[src/rtl/pic_pkg.sv]
// Constants, carrier types and decode helpers for the interrupt condition
// logic. Assumes an 8-bit control bus with a 6-bit register address.
package pic_pkg;

   // Register addresses on the control bus
   localparam logic [5:0] ADDR_CONFIG = 6'h01;
   localparam logic [5:0] ADDR_INT_COND = 6'h02;
   localparam logic [5:0] ADDR_INT_MASK = 6'h03;
   localparam logic [5:0] ADDR_XMIT = 6'h04;
   localparam logic [5:0] ADDR_RCV_A = 6'h09;
   localparam logic [5:0] ADDR_RCV_B = 6'h0a;
   localparam logic [5:0] ADDR_CMP_INT_COND = 6'h1a;
   localparam logic [5:0] ADDR_CMP_XMIT = 6'h1b;
   localparam logic [5:0] ADDR_CMP_RCV_A = 6'h1c;
   localparam logic [5:0] ADDR_CMP_RCV_B = 6'h1d;
   localparam logic [5:0] ADDR_CMP_CMT = 6'h1f;
   localparam logic [5:0] ADDR_CMT = 6'h20;

   // Interrupt condition bit positions
   localparam int unsigned BIT_DPE = 0;
   localparam int unsigned BIT_CPE = 1;
   localparam int unsigned BIT_CCR = 2;
   localparam int unsigned BIT_INHIBIT = 3;
   localparam int unsigned BIT_LINK_ERR = 4;
   localparam int unsigned BIT_RCV_A_SUM = 5;
   localparam int unsigned BIT_RCV_B_SUM = 6;
   localparam int unsigned BIT_USER_SUM = 7;

   // Reset values
   localparam logic [4:0] INT_COND_LOW_RESET = 5'h10;
   localparam logic [7:0] INT_MASK_RESET = 8'h00;
   localparam logic [7:0] CONFIG_RESET = 8'h00;
   localparam logic [7:0] LEM_COUNT_RESET = 8'h00;

   // Index of each conditionally written register and its compare copy
   localparam int unsigned CMP_DEPTH = 5;
   localparam logic [2:0] IDX_INT_COND = 3'h0;
   localparam logic [2:0] IDX_XMIT = 3'h1;
   localparam logic [2:0] IDX_RCV_A = 3'h2;
   localparam logic [2:0] IDX_RCV_B = 3'h3;
   localparam logic [2:0] IDX_CMT = 3'h4;
   localparam logic [2:0] IDX_NONE = 3'h7;

   typedef struct packed {
      logic we;
      logic [5:0] addr;
      logic [7:0] wdata;
   } pic_cb_req_t;

   typedef struct packed {
      logic valid;
      logic [2:0] target;
      logic [7:0] data;
   } pic_cond_wr_t;

   function automatic logic [2:0] pic_cmp_index(input logic [5:0] addr);
      case (addr)
         ADDR_CMP_INT_COND: pic_cmp_index = IDX_INT_COND;
         ADDR_CMP_XMIT: pic_cmp_index = IDX_XMIT;
         ADDR_CMP_RCV_A: pic_cmp_index = IDX_RCV_A;
         ADDR_CMP_RCV_B: pic_cmp_index = IDX_RCV_B;
         ADDR_CMP_CMT: pic_cmp_index = IDX_CMT;
         default: pic_cmp_index = IDX_NONE;
      endcase
   endfunction

   function automatic logic [2:0] pic_target_index(input logic [5:0] addr);
      case (addr)
         ADDR_INT_COND: pic_target_index = IDX_INT_COND;
         ADDR_XMIT: pic_target_index = IDX_XMIT;
         ADDR_RCV_A: pic_target_index = IDX_RCV_A;
         ADDR_RCV_B: pic_target_index = IDX_RCV_B;
         ADDR_CMT: pic_target_index = IDX_CMT;
         default: pic_target_index = IDX_NONE;
      endcase
   endfunction

endpackage

[src/rtl/pic_cmp_mem.sv]
// Five-entry store for the compare copies, one write and one read port.
// Read data are registered; contents are not reset.
`timescale 1ns/1ps
module pic_cmp_mem (
   input wire logic core_clk_i,
   input wire logic reset_i,
   input wire logic we_i,
   input wire logic [2:0] waddr_i,
   input wire logic [7:0] wdata_i,
   input wire logic [2:0] raddr_i,
   output logic [7:0] rdata_o
);
   logic [7:0] mem [pic_pkg::CMP_DEPTH];

   always_ff @(posedge core_clk_i) begin
      if (we_i && (waddr_i < 3'(pic_pkg::CMP_DEPTH))) begin
         mem[waddr_i] <= wdata_i;
      end
   end

   always_ff @(posedge core_clk_i or posedge reset_i) begin
      if (reset_i) begin
         rdata_o <= 8'h00;
      end else if (raddr_i < 3'(pic_pkg::CMP_DEPTH)) begin
         rdata_o <= mem[raddr_i];
      end else begin
         rdata_o <= 8'h00;
      end
   end
endmodule

[src/rtl/pic_cond_merge.sv]
// Merges a conditional write into a register's current value.
// Pure combinational; the caller registers the result.
`timescale 1ns/1ps
module pic_cond_merge (
   input wire logic [7:0] cur_i,
   input wire logic [7:0] cmp_i,
   input wire logic [7:0] wdata_i,
   output logic [7:0] merged_o,
   output logic inhibited_o
);
   // Bits that differ from the compare copy the host wrote keep their current value
   wire logic [7:0] stale = cur_i ^ cmp_i;

   assign merged_o = (cur_i & stale) | (wdata_i & ~stale);
   assign inhibited_o = |stale;
endmodule

[src/rtl/pic_int_cond.sv]
// Interrupt condition register, compare copies, configuration register
// and interrupt mask, reached over the control bus.
// Assumes every input is synchronous to core_clk_i; event inputs are
// one-cycle pulses; the conditionally written registers of other blocks
// present their current value here and take updates from cond_wr_o.
`timescale 1ns/1ps
module pic_int_cond (
   input wire logic core_clk_i,
   input wire logic reset_i,
   input wire logic cb_req_i,
   input wire logic cb_we_i,
   input wire logic [5:0] cb_addr_i,
   input wire logic [7:0] cb_wdata_i,
   output logic cb_ack_o,
   output logic [7:0] cb_rdata_o,
   input wire logic dpe_event_i,
   input wire logic cpe_event_i,
   input wire logic ccr_event_i,
   input wire logic scrub_active_i,
   input wire logic lem_load_i,
   input wire logic [7:0] lem_threshold_i,
   input wire logic lem_error_i,
   input wire logic [7:0] transmit_state_reg_i,
   input wire logic [7:0] receive_condition_reg_a_i,
   input wire logic [7:0] receive_condition_reg_b_i,
   input wire logic [7:0] receive_condition_mask_a_i,
   input wire logic [7:0] receive_condition_mask_b_i,
   input wire logic [7:0] connection_mgmt_condition_reg_i,
   input wire logic [2:0] user_definable_reg_i,
   output pic_pkg::pic_cond_wr_t cond_wr_o,
   output logic [7:0] configuration_reg_o,
   output logic [7:0] interrupt_condition_o,
   output logic int_n_o
);
   pic_pkg::pic_cb_req_t req_q;
   logic req_valid;
   logic [4:0] cond_low;
   logic [7:0] int_mask;
   logic [7:0] lem_count;
   logic [7:0] cmp_rdata;
   logic [7:0] merged;
   logic inhibited;

   // Stage 0: decode the request as it arrives
   wire logic [2:0] in_cmp_idx = pic_pkg::pic_cmp_index(cb_addr_i);
   wire logic [2:0] in_tgt_idx = pic_pkg::pic_target_index(cb_addr_i);
   wire logic in_is_tgt = in_tgt_idx != pic_pkg::IDX_NONE;
   wire logic in_is_cmp = in_cmp_idx != pic_pkg::IDX_NONE;
   wire logic cmp_we = cb_req_i & cb_we_i & in_is_cmp;
   // A target access fetches its compare copy for the next cycle
   wire logic [2:0] cmp_raddr = in_is_tgt ? in_tgt_idx : in_cmp_idx;

   pic_cmp_mem u_cmp_mem (
      .core_clk_i(core_clk_i),
      .reset_i(reset_i),
      .we_i(cmp_we),
      .waddr_i(in_cmp_idx),
      .wdata_i(cb_wdata_i),
      .raddr_i(cmp_raddr),
      .rdata_o(cmp_rdata)
   );

   // Stage 1: act on the registered request
   wire logic [2:0] tgt_idx = pic_pkg::pic_target_index(req_q.addr);
   wire logic [2:0] cmp_idx = pic_pkg::pic_cmp_index(req_q.addr);
   wire logic is_tgt = tgt_idx != pic_pkg::IDX_NONE;
   wire logic is_cmp = cmp_idx != pic_pkg::IDX_NONE;
   wire logic wr_stage = req_valid & req_q.we;

   wire logic rcv_a_sum = |(receive_condition_reg_a_i &
                            receive_condition_mask_a_i);
   wire logic rcv_b_sum = |(receive_condition_reg_b_i &
                            receive_condition_mask_b_i);
   wire logic user_sum = |user_definable_reg_i;

   wire logic [7:0] cond_full = {user_sum, rcv_b_sum, rcv_a_sum, cond_low};

   // Current value of whichever conditional register is addressed
   logic [7:0] cur_val;
   always_comb begin
      case (tgt_idx)
         pic_pkg::IDX_INT_COND: cur_val = cond_full;
         pic_pkg::IDX_XMIT: cur_val = transmit_state_reg_i;
         pic_pkg::IDX_RCV_A: cur_val = receive_condition_reg_a_i;
         pic_pkg::IDX_RCV_B: cur_val = receive_condition_reg_b_i;
         pic_pkg::IDX_CMT: cur_val = connection_mgmt_condition_reg_i;
         default: cur_val = 8'h00;
      endcase
   end

   // merge against the fetched compare copy
   pic_cond_merge u_merge (
      .cur_i(cur_val),
      .cmp_i(cmp_rdata),
      .wdata_i(req_q.wdata),
      .merged_o(merged),
      .inhibited_o(inhibited)
   );

   wire logic cond_write = wr_stage & is_tgt;
   wire logic own_write = cond_write & (tgt_idx == pic_pkg::IDX_INT_COND);
   wire logic ext_write = cond_write & (tgt_idx != pic_pkg::IDX_INT_COND);
   wire logic inhibit_set = cond_write & inhibited;
   wire logic cfg_write = wr_stage & (req_q.addr == pic_pkg::ADDR_CONFIG) &
                          ~scrub_active_i;
   wire logic mask_write = wr_stage &
                           (req_q.addr == pic_pkg::ADDR_INT_MASK);

   // flag is set while the counter is at zero
   wire logic link_err_set = lem_count == 8'h00;

   // Sticky low bits: events win over a clearing write in the same cycle
   wire logic [4:0] cond_set = {link_err_set, inhibit_set, ccr_event_i,
                                cpe_event_i, dpe_event_i};
   wire logic [4:0] cond_hold = own_write ? merged[4:0] : cond_low;
   // only a software write lowers the stored bits
   wire logic [4:0] next_cond_low = cond_set | cond_hold;
   wire logic [7:0] next_int_mask = mask_write ? req_q.wdata : int_mask;
   wire logic [7:0] next_cond_full = {user_sum, rcv_b_sum, rcv_a_sum,
                                      next_cond_low};

   // Link error counter: a load wins over a decrement, stops at zero
   wire logic [7:0] next_lem_count =
      lem_load_i ? lem_threshold_i :
      (lem_error_i && lem_count != 8'h00) ? lem_count - 8'h01 : lem_count;

   // Read data for the registered request
   logic [7:0] rd_val;
   always_comb begin
      if (is_tgt) begin
         rd_val = cur_val;
      end else if (is_cmp) begin
         rd_val = cmp_rdata;
      end else if (req_q.addr == pic_pkg::ADDR_CONFIG) begin
         rd_val = configuration_reg_o;
      end else if (req_q.addr == pic_pkg::ADDR_INT_MASK) begin
         rd_val = int_mask;
      end else begin
         rd_val = 8'h00;
      end
   end

   always_ff @(posedge core_clk_i or posedge reset_i) begin
      if (reset_i) begin
         req_valid <= 1'b0;
         req_q <= '0;
      end else begin
         req_valid <= cb_req_i;
         req_q <= '{we: cb_we_i, addr: cb_addr_i, wdata: cb_wdata_i};
      end
   end

   // counter and flag start at their reset values
   always_ff @(posedge core_clk_i or posedge reset_i) begin
      if (reset_i) begin
         lem_count <= pic_pkg::LEM_COUNT_RESET;
         cond_low <= pic_pkg::INT_COND_LOW_RESET;
      end else begin
         lem_count <= next_lem_count;
         cond_low <= next_cond_low;
      end
   end

   always_ff @(posedge core_clk_i or posedge reset_i) begin
      if (reset_i) begin
         int_mask <= pic_pkg::INT_MASK_RESET;
         configuration_reg_o <= pic_pkg::CONFIG_RESET;
      end else begin
         int_mask <= next_int_mask;
         if (cfg_write) begin
            configuration_reg_o <= req_q.wdata;
         end
      end
   end

   always_ff @(posedge core_clk_i or posedge reset_i) begin
      if (reset_i) begin
         cb_ack_o <= 1'b0;
         cb_rdata_o <= 8'h00;
      end else begin
         cb_ack_o <= req_valid;
         cb_rdata_o <= (req_valid & ~req_q.we) ? rd_val : 8'h00;
      end
   end

   // Merged value goes to the owning block, one cycle pulse
   always_ff @(posedge core_clk_i or posedge reset_i) begin
      if (reset_i) begin
         cond_wr_o <= '0;
      end else begin
         cond_wr_o <= '{valid: ext_write, target: tgt_idx, data: merged};
      end
   end

   // active low interrupt, registered on the same edge as the condition byte
   // summaries drop one edge after their sources do
   always_ff @(posedge core_clk_i or posedge reset_i) begin
      if (reset_i) begin
         int_n_o <= 1'b1;
         interrupt_condition_o <= 8'h00;
      end else begin
         int_n_o <= ~|(next_cond_full & next_int_mask);
         interrupt_condition_o <= next_cond_full;
      end
   end
endmodule

[config.mk]
export PLATFORM = sky130hd
export DESIGN_NAME = pic_int_cond
export DESIGN_NICKNAME = d
export VERILOG_FILES = /design/src/rtl/pic_pkg.sv /design/src/rtl/pic_cmp_mem.sv /design/src/rtl/pic_cond_merge.sv /design/src/rtl/pic_int_cond.sv
export SDC_FILE = /design/constraint.sdc
export NUM_CORES = 1
export LEC_CHECK = 0
export BUFFER_PORTS_ARGS = -buffer_cell sky130_fd_sc_hd__buf_2
export CORE_MARGIN = 2
export CORE_UTILIZATION = 45
export DETAILED_ROUTE_END_ITERATION = 10
export PLACE_DENSITY = 0.75
export REMOVE_ABC_BUFFERS = 1
export SYNTH_ARGS = -nofsm -noshare
export SYNTH_HDL_FRONTEND = slang
export SYNTH_SLANG_ARGS = --single-unit
export TNS_END_PERCENT = 50
[constraint.sdc]
create_clock -name core_clk_i -period 2.7 [get_ports core_clk_i]
set_input_delay 0.405 -clock core_clk_i [delete_from_list [all_inputs] [get_ports core_clk_i]]
set_output_delay 0.405 -clock core_clk_i [all_outputs]
set_load 0.02 [all_outputs]
==> results.py <==
metrics = {
    "run_status": {
        "outcome": "finished, final reports clean",
    },
    "layout": {
        "antenna_cells": 0,
        "final_util": 0.591,
        "drive_gt1_frac": 0.375,
        "multi_input_area_sq_um": 2230,
        "regArea_sq_um": 3180,
        "fillCellCount": 1035,
        "synthToLayoutAreaGrowth_pct": 27.4,
        "final_nets": 701,
    },
    "yosys": {
        "yosysTopAreaCellShare": 0.343,
        "synthArstFlopShare": 0.664,
        "ys_top_cells_by_area": "dfrtp_1 34%, edfxtp_1 21%, mux2_2 4.4%",
        "synth-seq-area-share": 0.566,
        "synth_ff_type": "dfrtp_1",
        "syn_avg_cell_area_sq_um": 12.0,
        "synth_cell_type_count": 75,
        "syn-cell-area_sq_um": 5620,
        "synthCells": 470,
        "ys_warn_count": 0,
        "post-synth-top-area-cell": "dfrtp_1",
        "ys_ff_latch": 119,
        "synth-edff-count": 40,
    },
    "placement": {
        "place_congestion": 0.964,
        "port_buffers": 120,
        "post-dp-hpwl_um": 11500,
    },
    "timing": {
        "drv_slew": 0,
        "finalClockSkew_ns": 0.00880,
        "relSlewSlack": 0.516,
        "hold_slack_ns": 0.0801,
        "min_period_ns": 2.64,
        "setup_viol": 0,
        "hold_viol_final": 0,
        "fin_crit_sh": 0.979,
        "fmax_mhz": 378,
        "finalSetupTns_ns": 0,
        "timing_worst_slew_pin_value_ns": 0.723,
    },
    "setup_path": {
        "critPathMaxStageDelay_ns": 0.55,
        "path_delay_family": "simple AND/OR/NAND/NOR gates",
        "path_max_fanout": 16,
        "worstPathCellList": "buf_4 > nor2b_2 > a22o_1 > a221o_1 > xor2_1 > or4_4 > nor4_4 > o221a_1",
        "cp.required_ns": 3.06,
        "crit_type": "reg -> reg",
        "cp-end-kind": "flip-flop",
        "worst-path-buf-inv": 1,
        "cp-start-kind": "flip-flop",
        "cp.arrival_ns": 3.00,
        "slowest_stage": "or4_4",
    },
    "die": {
        "dieArea_sq_um": 13400,
        "initial_core_util": 0.464,
        "ios": 121,
        "core_area_sq_um": 12100,
        "die_h_um": 116,
        "die_w_um": 116,
        "rows": 40,
    },
    "route": {
        "dr.pass1.iters": 5,
        "drt_iter0_drc": 374,
        "finalWirelength_um": 15400,
        "avgViaCountPerCell": 5.59,
        "ant_nets": 0,
        "num_vias": 4454,
        "drcViolationCount": 0,
        "wl_per_cell_um": 19.3,
    },
    "job": {
        "cap_violations": 0,
    },
    "cts": {
        "cts_tree": "built",
        "clk_path_buf_depth": 2,
        "cts_root_buf": "clkbuf_16",
        "path_clk_slew_ns": 0.05,
        "cts_buffers": 17,
        "htreeDepth": 4,
        "clkLatencyLatePin_ns": 0.42,
        "cts_sinks": 119,
    },
    "grt": {
        "grt.total_usage": 0.238,
        "overflow": 0,
        "grt_pass1_vias": 4403,
        "grt_max_degree": 42,
        "grt_first_pass_wirelength_um": 23600,
        "grt_antenna_before_repair": 0,
    },
    "min_path": {
        "hp-class": "in -> async",
    },
    "pwr": {
        "power.density_nw_per_um2": 691,
        "power.static_leakage_nw": 3.14,
        "ir_worst_vdd_v": 0.000496,
    },
}
[cells by family (layout without fill, tap and decap cells)]
family,after synthesis,after routing,share of synthesized area
compound gates,123,123,0.155
xor+xnor,14,14,0.0218
fa+ha+maj,6,6,0.0116
buf+inv,41,200,0.0396
flops,119,119,0.566
mux,31,31,0.0601
simple gates,136,136,0.146
[Yosys cell counts (all sizes together), types with 10 or more instances]
master / count
nor2: 23
nor3: 13
or3: 10
edfxtp: 40
a22oi: 27
dfrtp: 77
xnor2: 12
o21ai: 21
inv: 15
clkbuf: 11
mux2: 22
buf: 15
a21oi: 26
nand2: 29
[worst register-to-register path, delay by kind of cell (launching register included)]
| family | cells | cell delay, ns |
|---|---|---|
| flip-flops | 1 | 0.39 |
| buffers and inverters | 1 | 0.20 |
| XOR/XNOR | 1 | 0.15 |
| AO/OA/AOI/OAI | 3 | 0.82 |
| AND/OR/NAND/NOR | 3 | 1.03 |
[where the power goes]
part | leakage [nW] | internal (mW) | switching, mW | total [mW]
logic | 1.51 | 0.253 | 0.321 | 0.574
clock network | 0.303 | 1.55 | 0.784 | 2.34
registers | 1.32 | 1.97 | 0.0692 | 2.04
[through the flow]
step           power (mW)  cells  setup WS (ns)  cell area, sq um
2_1_floorplan        2.37    444        -0.0705              5460
3_3_place_gp         2.61    764          0.114              6520
3_5_place_dp         2.63    764         0.0324              6520
4_1_cts              4.97    796        0.00486              7140
5_1_grt              5.12    797        -0.0658              7160
6_report             4.95    797         0.0558              7160
[state kept, by name, indices dropped and copies added (netlist names), 8 cells and up]
register               count
u_cmp_mem.mem             40
int_mask                   8
lem_count                  8
cond_wr_o                 12
u_cmp_mem.rdata_o          8
req_q                     15
configuration_reg_o        8
cb_rdata_o                 8
interrupt_condition_o      8
[path summary, 6_finish.rpt]
path / to / depth (start not counted) / slack, ns / start
hold reg to reg: cb_ack_o / 0 / 0.43 / req_valid
setup / recovery: int_n_o / 8 / 0.06 / req_q[13]
hold / removal: lem_count[7] / 2 / 0.08 / reset_i
max in group asynchronous: int_n_o / 3 / 1.92 / reset_i
setup reg to reg: int_n_o / 8 / 0.06 / req_q[13]
min in group core_clk_i: req_q[14] / 1 / 0.11 / cb_we_i
[cell type report]
class | instances | area share
Sequential cell | 119 | 0.444
Multi-Input combinational cell | 310 | 0.312
Timing Repair Buffer | 153 | 0.120
Clock buffer | 24 | 0.0688
Tap cell | 168 | 0.0294
Clock inverter | 8 | 0.0171
Inverter | 15 | 0.00804
[repair_timing]
item | in CTS | in global routing
setup buffers | 0 | 1
hold endpoints to repair | 0 | 0
endpoints found under the setup margin | 0 | 2
hold buffers | 0 | 0
resized for setup | 0 | 6
[routing by layer]
layer / routed length, um / up-vias / track usage
li1: - / 2044 / -
met1: 6090 / 2139 / 0.285
met2: 7740 / 236 / 0.409
met3: 1140 / 35 / 0.0669
met4: 386 / 0 / 0.0944
met5: 0 / - / 0
[layout by cell type (no fill, tap or decap), types with 6 or more instances in the layout]
cell type / synthesis / final
a21boi_0: 9 / 9
a21oi_1: 25 / 25
a22oi_1: 27 / 27
buf_2: 3 / 120
buf_4: 6 / 32
clkbuf_16: 0 / 18
dfrtp_1: 77 / 75
edfxtp_1: 40 / 40
inv_1: 15 / 14
mux2_2: 22 / 22
mux2i_1: 9 / 9
nand2_1: 29 / 29
nand2b_1: 6 / 6
nand3b_1: 7 / 7
nor2_1: 22 / 22
nor3_1: 12 / 12
o21ai_0: 21 / 21
or3_1: 10 / 10
xnor2_1: 12 / 12
(Power assumes the default switching activity.)
